### src/spdr_pkg.sv
// package: register map, field positions and constants of the sweep/pll config block
package spdr_pkg;
   // register indices; byte address is four times the index
   localparam logic [7:0] IDX_CTRL_ONE   = 8'h00;
   localparam logic [7:0] IDX_CTRL_TWO   = 8'h01;
   localparam logic [7:0] IDX_PLL_CTRL   = 8'h02;
   localparam logic [7:0] IDX_CTRL_FOUR  = 8'h03;
   localparam logic [7:0] IDX_SWP_LOW    = 8'h04;
   localparam logic [7:0] IDX_SWP_HIGH   = 8'h05;
   localparam logic [7:0] IDX_SWP_RSTEP  = 8'h06;
   localparam logic [7:0] IDX_SWP_FSTEP  = 8'h07;
   localparam logic [7:0] IDX_SWP_RATE   = 8'h08;
   localparam logic [7:0] IDX_IRQ_STAT   = 8'h20;
   localparam logic [7:0] IDX_IRQ_MASK   = 8'h21;
   localparam logic [7:0] IDX_SWP_VALUE  = 8'h22;

   // field positions
   localparam int CP_CUR_HI      = 5;
   localparam int CP_CUR_LO      = 3;
   localparam int LOCK_DET_EN    = 2;
   localparam int LOCK_WIN_HI    = 1;
   localparam int LOCK_WIN_LO    = 0;
   localparam int PLL_LOCK_BIT   = 24;
   localparam int SYNC_PD_BIT    = 26;
   localparam int CAL_CLK_PD_BIT = 25;
   localparam int CAL_START_BIT  = 24;
   localparam int SWP_EN_BIT     = 19;
   localparam int RATE_DN_HI     = 31;
   localparam int RATE_DN_LO     = 16;
   localparam int RATE_UP_HI     = 15;
   localparam int RATE_UP_LO     = 0;

   // interrupt status bits
   localparam int IRQ_LOCK_BIT   = 0;
   localparam int IRQ_UNLOCK_BIT = 1;
   localparam int IRQ_CAL_BIT    = 2;
   localparam int IRQ_HIGH_BIT   = 3;
   localparam int IRQ_LOW_BIT    = 4;
   localparam int IRQ_W          = 5;

   // reset values (defaults of the reserved part kept as a parameter-like constant)
   localparam logic [31:0] CTRL_FOUR_RST = 32'h0000_0000;
   localparam logic [31:0] ZERO_WORD     = 32'h0000_0000;
   localparam logic [31:0] ADDR_ERR_DATA = 32'h0000_0000;

   // lock window lengths in reference clock cycles
   localparam logic [10:0] LOCK_WIN_128  = 11'h080;
   localparam logic [10:0] LOCK_WIN_256  = 11'h100;
   localparam logic [10:0] LOCK_WIN_512  = 11'h200;
   localparam logic [10:0] LOCK_WIN_1024 = 11'h400;

   // converter calibration length in system clock cycles
   localparam logic [7:0] CAL_CYCLES     = 8'h40;

   typedef enum logic [2:0] {
      SWP_IDLE = 3'b001,
      SWP_UP   = 3'b010,
      SWP_DOWN = 3'b100
   } spdr_swp_e;
endpackage

### src/spdr_top.sv
// module: pll tail, fourth control word and sweep-generator parameter registers on apb
`timescale 1ns/1ns
`default_nettype none
module spdr_top (
   input  wire logic        pclk,
   input  wire logic        presetn,
   input  wire logic        psel,
   input  wire logic        penable,
   input  wire logic        pwrite,
   input  wire logic [11:0] paddr,
   input  wire logic [31:0] pwdata,
   input  wire logic [3:0]  pstrb,
   output logic      [31:0] prdata,
   output logic             pready,
   output logic             pslverr,
   input  wire logic        ref_clk_tick,
   input  wire logic        phase_err_in_window,
   input  wire logic        sweep_dir_up,
   output logic      [2:0]  charge_pump_current,
   output logic             sync_out_enable,
   output logic             cal_clk_enable,
   output logic             cal_busy,
   output logic      [31:0] sweep_value,
   output logic             sweep_active,
   output logic             irq
);
   //------------------------------------------------------------
   // state
   //------------------------------------------------------------
   typedef struct packed {
      logic [31:0]                 ctrl_one;
      logic [31:0]                 ctrl_two;
      logic [31:0]                 pll_ctrl;
      logic [31:0]                 ctrl_four;
      logic [31:0]                 swp_low;
      logic [31:0]                 swp_high;
      logic [31:0]                 swp_rstep;
      logic [31:0]                 swp_fstep;
      logic [31:0]                 swp_rate;
      logic [spdr_pkg::IRQ_W-1:0]  irq_stat;
      logic [spdr_pkg::IRQ_W-1:0]  irq_mask;
      logic [10:0]                 lock_cnt;
      logic                        locked;
      logic [7:0]                  cal_cnt;
      logic                        cal_busy;
      logic [15:0]                 rate_cnt;
      logic [31:0]                 value;
      spdr_pkg::spdr_swp_e         swp_state;
      logic [31:0]                 prdata;
      logic                        pready;
      logic                        pslverr;
      logic [2:0]                  cp_cur;
      logic                        sync_en;
      logic                        cal_clk_en;
      logic                        irq;
      logic                        swp_act;
   } spdr_state_s;

   spdr_state_s st_q;
   spdr_state_s st_d;

   //------------------------------------------------------------
   // helpers
   //------------------------------------------------------------
   function automatic logic [31:0] merge_bytes(input logic [31:0] old_v,
                                               input logic [31:0] new_v,
                                               input logic [3:0]  strb);
      logic [31:0] r;
      r = old_v;
      for (int i = 0; i < 4; i++) begin
         if (strb[i]) begin
            r[i*8 +: 8] = new_v[i*8 +: 8];
         end
      end
      return r;
   endfunction

   function automatic logic [10:0] lock_window(input logic [1:0] code);
      logic [10:0] r;
      case (code)
         2'h0:    r = spdr_pkg::LOCK_WIN_128;
         2'h1:    r = spdr_pkg::LOCK_WIN_256;
         2'h2:    r = spdr_pkg::LOCK_WIN_512;
         default: r = spdr_pkg::LOCK_WIN_1024;
      endcase
      return r;
   endfunction

   // upper address bits outside the block's decode refuse the access
   function automatic logic in_range(input logic [11:0] a);
      return a[11:10] == 2'h0;
   endfunction

   function automatic logic [15:0] dir_interval(input logic        up,
                                                input logic [31:0] rate);
      logic [15:0] r;
      if (up) begin
         r = rate[spdr_pkg::RATE_UP_HI:spdr_pkg::RATE_UP_LO];
      end else begin
         r = rate[spdr_pkg::RATE_DN_HI:spdr_pkg::RATE_DN_LO];
      end
      return r;
   endfunction

   function automatic spdr_pkg::spdr_swp_e dir_state(input logic up);
      spdr_pkg::spdr_swp_e r;
      if (up) begin
         r = spdr_pkg::SWP_UP;
      end else begin
         r = spdr_pkg::SWP_DOWN;
      end
      return r;
   endfunction

   //------------------------------------------------------------
   // next state
   //------------------------------------------------------------
   logic [7:0]  idx;
   logic        acc;
   logic        wr;
   logic        hit;
   logic [spdr_pkg::IRQ_W-1:0] ev;
   logic [32:0] sum;
   logic [32:0] dif;
   logic        step;
   logic        swp_en;
   logic        cal_go;

   always_comb begin
      st_d   = st_q;
      ev     = '0;
      idx    = paddr[9:2];
      acc    = psel && penable && !st_q.pready;
      wr     = acc && pwrite && in_range(paddr);
      hit    = 1'b1;
      sum    = 33'h0_0000_0000;
      dif    = 33'h0_0000_0000;
      step   = 1'b0;
      swp_en = st_q.ctrl_two[spdr_pkg::SWP_EN_BIT];
      cal_go = 1'b0;

      //------------------------------------------------------------
      // apb slave: one wait state, answer in the cycle after access starts
      //------------------------------------------------------------
      st_d.pready  = acc;
      st_d.pslverr = 1'b0;
      if (acc) begin
         if (idx == spdr_pkg::IDX_CTRL_ONE) begin
            st_d.prdata = st_q.ctrl_one;
            st_d.prdata[spdr_pkg::PLL_LOCK_BIT] = st_q.locked;
            if (wr) begin
               st_d.ctrl_one = merge_bytes(st_q.ctrl_one, pwdata, pstrb);
            end
         end else if (idx == spdr_pkg::IDX_CTRL_TWO) begin
            st_d.prdata = st_q.ctrl_two;
            if (wr) begin
               st_d.ctrl_two = merge_bytes(st_q.ctrl_two, pwdata, pstrb);
            end
         end else if (idx == spdr_pkg::IDX_PLL_CTRL) begin
            st_d.prdata = st_q.pll_ctrl;
            if (wr) begin
               st_d.pll_ctrl = merge_bytes(st_q.pll_ctrl, pwdata, pstrb);
            end
         end else if (idx == spdr_pkg::IDX_CTRL_FOUR) begin
            st_d.prdata = st_q.ctrl_four;
            st_d.prdata[spdr_pkg::CAL_START_BIT] = st_q.cal_busy;
            if (wr) begin
               st_d.ctrl_four = merge_bytes(st_q.ctrl_four, pwdata, pstrb);
               st_d.ctrl_four[spdr_pkg::CAL_START_BIT] = 1'b0;
               if (pstrb[3] && pwdata[spdr_pkg::CAL_START_BIT]) begin
                  cal_go = 1'b1;
               end
            end
         end else if (idx == spdr_pkg::IDX_SWP_LOW) begin
            st_d.prdata = st_q.swp_low;
            if (wr) begin
               st_d.swp_low = merge_bytes(st_q.swp_low, pwdata, pstrb);
            end
         end else if (idx == spdr_pkg::IDX_SWP_HIGH) begin
            st_d.prdata = st_q.swp_high;
            if (wr) begin
               st_d.swp_high = merge_bytes(st_q.swp_high, pwdata, pstrb);
            end
         end else if (idx == spdr_pkg::IDX_SWP_RSTEP) begin
            st_d.prdata = st_q.swp_rstep;
            if (wr) begin
               st_d.swp_rstep = merge_bytes(st_q.swp_rstep, pwdata, pstrb);
            end
         end else if (idx == spdr_pkg::IDX_SWP_FSTEP) begin
            st_d.prdata = st_q.swp_fstep;
            if (wr) begin
               st_d.swp_fstep = merge_bytes(st_q.swp_fstep, pwdata, pstrb);
            end
         end else if (idx == spdr_pkg::IDX_SWP_RATE) begin
            st_d.prdata = st_q.swp_rate;
            if (wr) begin
               st_d.swp_rate = merge_bytes(st_q.swp_rate, pwdata, pstrb);
            end
         end else if (idx == spdr_pkg::IDX_IRQ_STAT) begin
            st_d.prdata = {{(32-spdr_pkg::IRQ_W){1'b0}}, st_q.irq_stat};
            if (wr && pstrb[0]) begin
               st_d.irq_stat = st_q.irq_stat & ~pwdata[spdr_pkg::IRQ_W-1:0];
            end
         end else if (idx == spdr_pkg::IDX_IRQ_MASK) begin
            st_d.prdata = {{(32-spdr_pkg::IRQ_W){1'b0}}, st_q.irq_mask};
            if (wr && pstrb[0]) begin
               st_d.irq_mask = pwdata[spdr_pkg::IRQ_W-1:0];
            end
         end else if (idx == spdr_pkg::IDX_SWP_VALUE) begin
            st_d.prdata = st_q.value;
         end else begin
            hit = 1'b0;
         end
         if (!hit || !in_range(paddr)) begin
            st_d.prdata  = spdr_pkg::ADDR_ERR_DATA;
            st_d.pslverr = 1'b1;
         end
      end

      //------------------------------------------------------------
      // lock qualification on reference clock ticks
      //------------------------------------------------------------
      if (!st_q.pll_ctrl[spdr_pkg::LOCK_DET_EN]) begin
         st_d.lock_cnt = '0;
         st_d.locked   = 1'b0;
      end else if (ref_clk_tick) begin
         if (!phase_err_in_window) begin
            st_d.lock_cnt = '0;
            st_d.locked   = 1'b0;
         end else if (st_q.lock_cnt >= lock_window(st_q.pll_ctrl[spdr_pkg::LOCK_WIN_HI:
                                                                 spdr_pkg::LOCK_WIN_LO]) - 11'h1) begin
            st_d.locked = 1'b1;
         end else begin
            st_d.lock_cnt = st_q.lock_cnt + 11'h1;
         end
      end
      if (st_d.locked && !st_q.locked) begin
         ev[spdr_pkg::IRQ_LOCK_BIT] = 1'b1;
      end
      if (!st_d.locked && st_q.locked) begin
         ev[spdr_pkg::IRQ_UNLOCK_BIT] = 1'b1;
      end

      //------------------------------------------------------------
      // converter calibration, counts only while its clock runs
      //------------------------------------------------------------
      if (cal_go) begin
         st_d.cal_busy = 1'b1;
         st_d.cal_cnt  = spdr_pkg::CAL_CYCLES;
      end else if (st_q.cal_busy && st_q.cal_clk_en) begin
         if (st_q.cal_cnt == 8'h01) begin
            st_d.cal_busy = 1'b0;
            ev[spdr_pkg::IRQ_CAL_BIT] = 1'b1;
         end
         st_d.cal_cnt = st_q.cal_cnt - 8'h01;
      end

      //------------------------------------------------------------
      // sweep generator
      //------------------------------------------------------------
      if (!swp_en) begin
         st_d.swp_state = spdr_pkg::SWP_IDLE;
         st_d.value     = st_q.swp_low;
         st_d.rate_cnt  = '0;
      end else begin
         case (st_q.swp_state)
            spdr_pkg::SWP_IDLE: begin
               st_d.value     = st_q.swp_low;
               st_d.swp_state = dir_state(sweep_dir_up);
               st_d.rate_cnt  = dir_interval(sweep_dir_up, st_q.swp_rate);
            end
            spdr_pkg::SWP_UP, spdr_pkg::SWP_DOWN: begin
               if (st_q.rate_cnt == 16'h0000) begin
                  step = 1'b1;
               end else begin
                  st_d.rate_cnt = st_q.rate_cnt - 16'h0001;
               end
               if (step) begin
                  if (st_q.swp_state == spdr_pkg::SWP_UP) begin
                     sum = {1'b0, st_q.value} + {1'b0, st_q.swp_rstep};
                     if (sum[32] || sum[31:0] >= st_q.swp_high) begin
                        st_d.value = st_q.swp_high;
                        if (st_q.value != st_q.swp_high) ev[spdr_pkg::IRQ_HIGH_BIT] = 1'b1;
                     end else begin
                        st_d.value = sum[31:0];
                     end
                  end else begin
                     dif = {1'b0, st_q.value} - {1'b0, st_q.swp_fstep};
                     if (dif[32] || dif[31:0] <= st_q.swp_low) begin
                        st_d.value = st_q.swp_low;
                        if (st_q.value != st_q.swp_low) ev[spdr_pkg::IRQ_LOW_BIT] = 1'b1;
                     end else begin
                        st_d.value = dif[31:0];
                     end
                  end
                  st_d.swp_state = dir_state(sweep_dir_up);
                  st_d.rate_cnt  = dir_interval(sweep_dir_up, st_q.swp_rate);
               end
            end
            default: begin
               st_d.swp_state = spdr_pkg::SWP_IDLE;
            end
         endcase
      end

      //------------------------------------------------------------
      // sticky events: a set in the clearing cycle wins
      //------------------------------------------------------------
      st_d.irq_stat = st_d.irq_stat | ev;

      //------------------------------------------------------------
      // registered outputs
      //------------------------------------------------------------
      st_d.swp_act    = st_d.swp_state != spdr_pkg::SWP_IDLE;
      st_d.cp_cur     = st_q.pll_ctrl[spdr_pkg::CP_CUR_HI:spdr_pkg::CP_CUR_LO];
      st_d.sync_en    = !st_q.ctrl_four[spdr_pkg::SYNC_PD_BIT];
      st_d.cal_clk_en = !st_q.ctrl_four[spdr_pkg::CAL_CLK_PD_BIT] &&
                        !st_q.ctrl_four[spdr_pkg::SYNC_PD_BIT];
      st_d.irq        = |(st_d.irq_stat & st_d.irq_mask);
   end

   //------------------------------------------------------------
   // registers
   //------------------------------------------------------------
   always_ff @(posedge pclk or negedge presetn) begin
      if (!presetn) begin
         st_q            <= '0;
         st_q.ctrl_four  <= spdr_pkg::CTRL_FOUR_RST;
         st_q.swp_state  <= spdr_pkg::SWP_IDLE;
         st_q.sync_en    <= 1'b1;
         st_q.cal_clk_en <= 1'b1;
      end else begin
         st_q <= st_d;
      end
   end

   //------------------------------------------------------------
   // outputs, each straight from a flop
   //------------------------------------------------------------
   assign prdata              = st_q.prdata;
   assign pready              = st_q.pready;
   assign pslverr             = st_q.pslverr;
   assign charge_pump_current = st_q.cp_cur;
   assign sync_out_enable     = st_q.sync_en;
   assign cal_clk_enable      = st_q.cal_clk_en;
   assign cal_busy            = st_q.cal_busy;
   assign sweep_value         = st_q.value;
   assign sweep_active        = st_q.swp_act;
   assign irq                 = st_q.irq;
endmodule
`default_nettype wire

### config.mk
export PLATFORM = sky130hd
export DESIGN_NAME = spdr_top
export DESIGN_NICKNAME = d
export VERILOG_FILES = /design/src/spdr_pkg.sv /design/src/spdr_top.sv
export SDC_FILE = /design/constraint.sdc
export NUM_CORES = 1
export LEC_CHECK = 0
export BUFFER_PORTS_ARGS = -buffer_cell sky130_fd_sc_hd__buf_2
export CAP_MARGIN = 20
export CORE_UTILIZATION = 50
export CTS_CLUSTER_DIAMETER = 30
export DETAILED_ROUTE_END_ITERATION = 6
export GPL_TIMING_DRIVEN = 0
export PLACE_DENSITY = 0.78
export SLEW_MARGIN = 30
export SYNTH_ARGS = -nofsm -noshare
export SYNTH_HDL_FRONTEND = slang
export SYNTH_SLANG_ARGS = --single-unit
export TNS_END_PERCENT = 5
### constraint.sdc
create_clock -name pclk -period 8.7 [get_ports pclk]
set_clock_uncertainty 0.05 [all_clocks]
set_input_delay 0 -clock pclk [delete_from_list [all_inputs] [get_ports pclk]]
set_output_delay 0 -clock pclk [all_outputs]
set_load 0.01 [all_outputs]
Yosys cells after proc, flatten, opt, wreduce, memory -nomap -nowiden

Cells that the tools add are included.

Memory bits (writable): 0
Bits in latches: 0
Bits in registers: 410
Logic and storage cells: 258
Output and inout port bits: 74
Memory bits (read-only): 0
Input port bits: 56
Memories: 0

Bitwise operators: 12
$mul: 0
Mux-type cells: 89
Div/mod/pow operators: 0
Equal/unequal tests: 25
Order comparisons: 3
Shift-type cells: 0
Reduce and logical (&&, ||, !) cells: 70
Add/subtract/negate cells: 6

Operators with widths:

| cell                 | number |
|---|---|
| $mux W32             | 16 |
| $mux W51             | 2 |
| $mux W10             | 10 |
| $pmux W48 S2         | 1 |
| $ne A32 B32 Y1       | 2 |
| $reduce_and A12 Y1   | 4 |
| $mux W11             | 4 |
| $reduce_and A11 Y1   | 4 |
| $reduce_and A10 Y1   | 4 |
| $mux W1              | 38 |
| $mux W12             | 3 |
| $reduce_and A9 Y1    | 4 |
| $add A32 B32 Y33     | 1 |
| $pmux W11 S3         | 1 |
| $sub A32 B32 Y33     | 1 |
| $eq A8 B3 Y1 const B | 4 |
| $ge A32 B32 Y1       | 1 |
| $le A32 B32 Y1       | 1 |
| $mux W16             | 2 |
| $reduce_and A8 Y1    | 4 |
| $reduce_and A7 Y1    | 4 |
| $mux W5              | 5 |
| $eq A8 B6 Y1 const B | 3 |
| $reduce_and A6 Y1    | 4 |
| 39 further kinds     | 82 |

Depth between registers and ports, before layout

Depth in word-level cells: 21
Gate-level depth with buffers: 25

Worst setup path before layout

No wires, ideal clock.

Kind: register to register
Start point: register st_q, in the netlist sweep_value[0]
End point: register st_q, in the netlist sweep_value[29]
Stages on the path, launching flop included: 24
Arrival time: 5.032 ns
Setup slack: 3.494 ns
Required time: 8.526 ns
Buffers on the path: 1
Cells stage by stage: dfrtp_1 -> inv_1 -> ha_1 -> inv_1 -> fa_1 -> a211oi_1 -> nor3_1 -> o21ai_0 -> a31oi_1 -> a21o_1 -> a21o_1 -> o311ai_0 -> ha_1 -> a21oi_1 -> nand2_1 -> a211oi_1 -> nor4_1 -> or4_1 -> a22oi_1 -> nor2_1 -> buf_4 -> mux2_1 -> o211ai_1 -> o21ai_1

Cells in the longest elaborated chain, start to end: 8

Ends and longest elaborated chain:

| element                                              | line                             | source |
|---|---|---|
| start: declaration                                   | spdr_top.sv:59                   | `spdr_state_s st_q;` |
| start signal: assignment                             | spdr_top.sv:333                  | `st_q <= st_d;` |
| $sub A32 B32 Y33 or $add A32 B32 Y33 (tied branches) | spdr_top.sv:288, spdr_top.sv:280 |  |
| $le A32 B32 Y1 or $ge A32 B32 Y1 (tied branches)     | spdr_top.sv:289, spdr_top.sv:281 |  |
| $logic_or A1 B1 Y1, on equally long branches         | spdr_top.sv:289, spdr_top.sv:281 |  |
| $mux W32, on equally long branches                   | spdr_top.sv:289, spdr_top.sv:281 |  |
| $mux W32 (*)                                         | spdr_top.sv:279                  | `if (st_q.swp_state == spdr_pkg::SWP_UP) begin` |
| $mux W51 (*)                                         | spdr_top.sv:278                  | `if (step) begin` |
| $pmux W48 S2 (*)                                     | spdr_top.sv:266                  | `case (st_q.swp_state)` |
| $mux W51 (*)                                         | spdr_top.sv:261                  | `if (!swp_en) begin` |

Mark *: on every way between the ends. The rest lies on a longest branch, timed or not. The select of a mux whose other input is x is not followed.
A chain may end at the register's enable or synchronous reset.

Final worst setup path

Start point: register st_q, in the netlist sweep_value[0]
End point: register st_q, in the netlist sweep_value[15]

The elaborated chain is that of the path after synthesis.

==> key figures <==
Place
  – Buffers on Ports: 104
  – Placed Cells: 3522
  – Final HPWL DP: 81600 µm
  – Pre-CTS setup slack: 1340 ps
  – Placer Congestion: 1.02

CTS
  – CTS tree: done
  – Max clock buf depth: 3
  – Clk Latency, worst-skew pair: 670 ps
  – CTS H-tree lvls: 3
  – Clock transition at path regs: 40 ps
  – CTS sink cnt: 409
  – Clk root buf: clkbuf_16
  – Cts bufs inserted: 106

Detailed routing
  – Wire per inst: 29.2 µm
  – Wirelength, routed: 110000 µm
  – DRT antenna net count: 0
  – Vias/cell: 6.44
  – Post-route DRC: 0
  – Via count: 24.2k
  – First drt pass iteration count: 6
  – Drt initial violations: 2771

Status
  – Run status: finished, final reports clean

Floorplanning
  – Core footprint: 0.0513 mm²
  – Die ar.: 0.0528 mm²
  – Die X: 230 µm
  – Die Y: 230 µm
  – Num ports: 130
  – Row count: 83
  – Starting density of the core: 50.5%

GRT
  – First-pass GRT wire length: 160000 µm
  – Grt total ovfl: 0
  – Antenna violations before repair: 6
  – Largest net degree at the start of global routing: 78
  – GR Util All Layers: 41.5%
  – Vias in the first global route: 23.8k

Synth
  – Top_reg_cell synth: dfrtp_1
  – Post-synthesis cell area: 0.0259 mm²
  – Post-synth ARST share: 100%
  – Number of flops mapped to enable cells by yosys: 0
  – Cells after Synth: 2733
  – Mapped Nets: 2927
  – Ys Warns: 0
  – Count of different cell masters after synthesis: 87
  – Mean Syn Cell Area: 9.48 µm²
  – Register area share after synthesis: 39.5%
  – #FFs+latches synth: 409

STA
  – Achievable Freq: 129 MHz
  – Final setup margin: 919 ps
  – Min cycle time layout: 7780 ps
  – Worst Tran Pin Value: 1120 ps
  – Final hold vios: 0
  – Final setup violation count: 0
  – Max_slew headroom: 25.3%
  – Total Neg Setup Slack: 0 ps
  – Fin crit share: 89.4%
  – Slew Viols, Final: 0
  – RSZ-0062 raised after global routing: no

Final layout
  – Layout cell share with drive strength beyond 1: 21.3%
  – Non-Filler Instances: 3760
  – Commonest non-fill, non-tap cell in the layout: dfrtp_1
  – Final net count: 3188
  – Layout area overhead: 22.1%
  – Most frequent cells in the layout: dfrtp_1, nand2_1, o21ai_0, mux2_2, a21oi_1

Setup path
  – Critical path endpoint category: register
  – Worst EP arrival: 8290 ps
  – Critical path required time: 9210 ps
  – Setup CP Type: register to register
  – Worst-path fanout max: 10
  – Critical path launch point type: register

Hold path
  – Hold Path Class: input port to register

Power and ir drop
  – Pwr per Cell Area: 203 mW/mm²
  – Tot Pwr: 6.44 mW
  – Leak Pwr: 14.9 nW
  – Peak VDD IR: 204 µV

Run
  – Max cap viols: 0
-- final timing paths --
| kind | from | endpoint | slack [ps] | cells after the start |
|---|---|---|---|---|
| max | sweep_value[0] | sweep_value[15] | 920 | 23 |
| min in group asynchronous | presetn | st_q[157] | 500 | 4 |
| min reg2reg | st_d[6] | charge_pump_current[2] | 350 | 0 |
| min | pstrb[1] | st_q[201] | 50 | 3 |
| max in group asynchronous | presetn | sync_out_enable | 7320 | 5 |
| max reg2reg | sweep_value[0] | sweep_value[15] | 920 | 23 |
-- timing repair --
action                    CTS  global route
resized for setup           0             0
hold endpoints to repair  573             0
hold buffers               44             0
buffers inserted            0             0
-- cells by family (layout without fill, tap and decap cells) --
logic type | Yosys count | after routing | share of synthesized area (%)
AOI/OAI and AO/OA | 751 | 751 | 18.1
xor gates and xnor gates | 131 | 131 | 4.46
adders and majority gates | 138 | 138 | 6.72
buffers and inverters | 340 | 686 | 6.02
DFF | 409 | 409 | 39.5
muxes | 278 | 278 | 13.0
other | 0 | 1 | 0
and+or+nand+nor | 686 | 686 | 12.2
-- sequential cells by signal, indices dropped and copies added, names as in the netlist --
signal               flops
cal_clk_enable           1
pslverr                  1
st_d                     3
sync_out_enable          1
prdata                  32
sweep_active             1
irq                      1
pready                   1
st_q                   332
charge_pump_current      3
sweep_value             32
cal_busy                 1
-- stage by stage --
step	hold slack [ps]	utilization, %	cell area [µm²]
2_1_floorplan	-346	-	25900
3_3_place_gp	217	53.2	27300
3_5_place_dp	-4.64	53.5	27500
4_1_cts	24.7	61.7	31600
5_1_grt	38.7	61.7	31700
6_report	48.2	61.7	31700
-- cell usage after synthesis, drive strengths merged, types with 6 or more instances --
| cell | n | area (µm²) |
|---|---|---|
| nand3 | 31 | 155 |
| inv | 130 | 488 |
| o22ai | 54 | 338 |
| buf | 99 | 654 |
| nor3 | 53 | 302 |
| o31ai | 9 | 67.6 |
| a2111oi | 7 | 61.3 |
| a31oi | 16 | 100 |
| and2 | 13 | 81.3 |
| xor2 | 62 | 551 |
| xnor2 | 69 | 604 |
| nor4 | 24 | 156 |
| o41ai | 8 | 88.8 |
| o21a | 9 | 67.6 |
| o211ai | 20 | 150 |
| mux4 | 25 | 563 |
| o221ai | 24 | 210 |
| a21o | 28 | 210 |
| nor2 | 145 | 547 |
| o21bai | 9 | 67.6 |
| nand4 | 36 | 225 |
| mux2 | 216 | 2430 |
| ha | 136 | 1700 |
| mux2i | 37 | 370 |
| a22o | 25 | 219 |
| nand2 | 304 | 1140 |
| a221oi | 34 | 304 |
| nand2b | 19 | 119 |
| o21ai | 229 | 1150 |
| a21oi | 209 | 1060 |
| nor2b | 14 | 87.6 |
| clkbuf | 110 | 415 |
| dfrtp | 406 | 10200 |
| and3 | 17 | 106 |
| a211oi | 22 | 170 |
| o2111ai | 7 | 61.3 |
| a22oi | 6 | 45.0 |
-- layout make-up --
| cell class | count | area, µm² |
|---|---|---|
| Inverter | 131 | 492 |
| Clock inverter | 48 | 638 |
| Antenna cell | 1 | 2.50 |
| Clock buffer | 145 | 3070 |
| Multi-Input combinational cell | 1984 | 14200 |
| Fill cell | 4288 | 19600 |
| Timing Repair Buffer | 153 | 1130 |
| Buffer | 209 | 1080 |
| Sequential cell | 409 | 10200 |
| Tap cell | 680 | 851 |
-- power by group --
group	internal (mW)	switching [mW]
sequential	1.92	0.00752
combinational	0.153	0.359
clock	2.74	1.26
-- metal layers --
layer	GRT usage, %	vias to the layer above	part of all wire [%]
met1	55.4	12037	41
li1	-	10445	-
met3	10.4	316	9.9
met2	62.4	1423	43
met5	0	-	0.025
met4	21.6	4	5.9
-- critical path, stage by stage, from the launching register on --
cell and delay, ps:
dfrtp_1 560, inv_1 230, ha_1 190, inv_1 60, fa_1 420, a211oi_1 510, nor3_1 120, o21ai_0 530
a31oi_1 330, a21o_1 350, a21o_1 250, o311ai_1 680, ha_1 390, nand4_1 200, nor2_1 80, a211oi_1 390
nor4_1 120, or4_1 530, a22oi_1 400, nor2_1 120, buf_4 240, nand3_1 540, o22ai_1 180, o31ai_1 210
No activity file was read; power rests on OpenSTA's default activity.
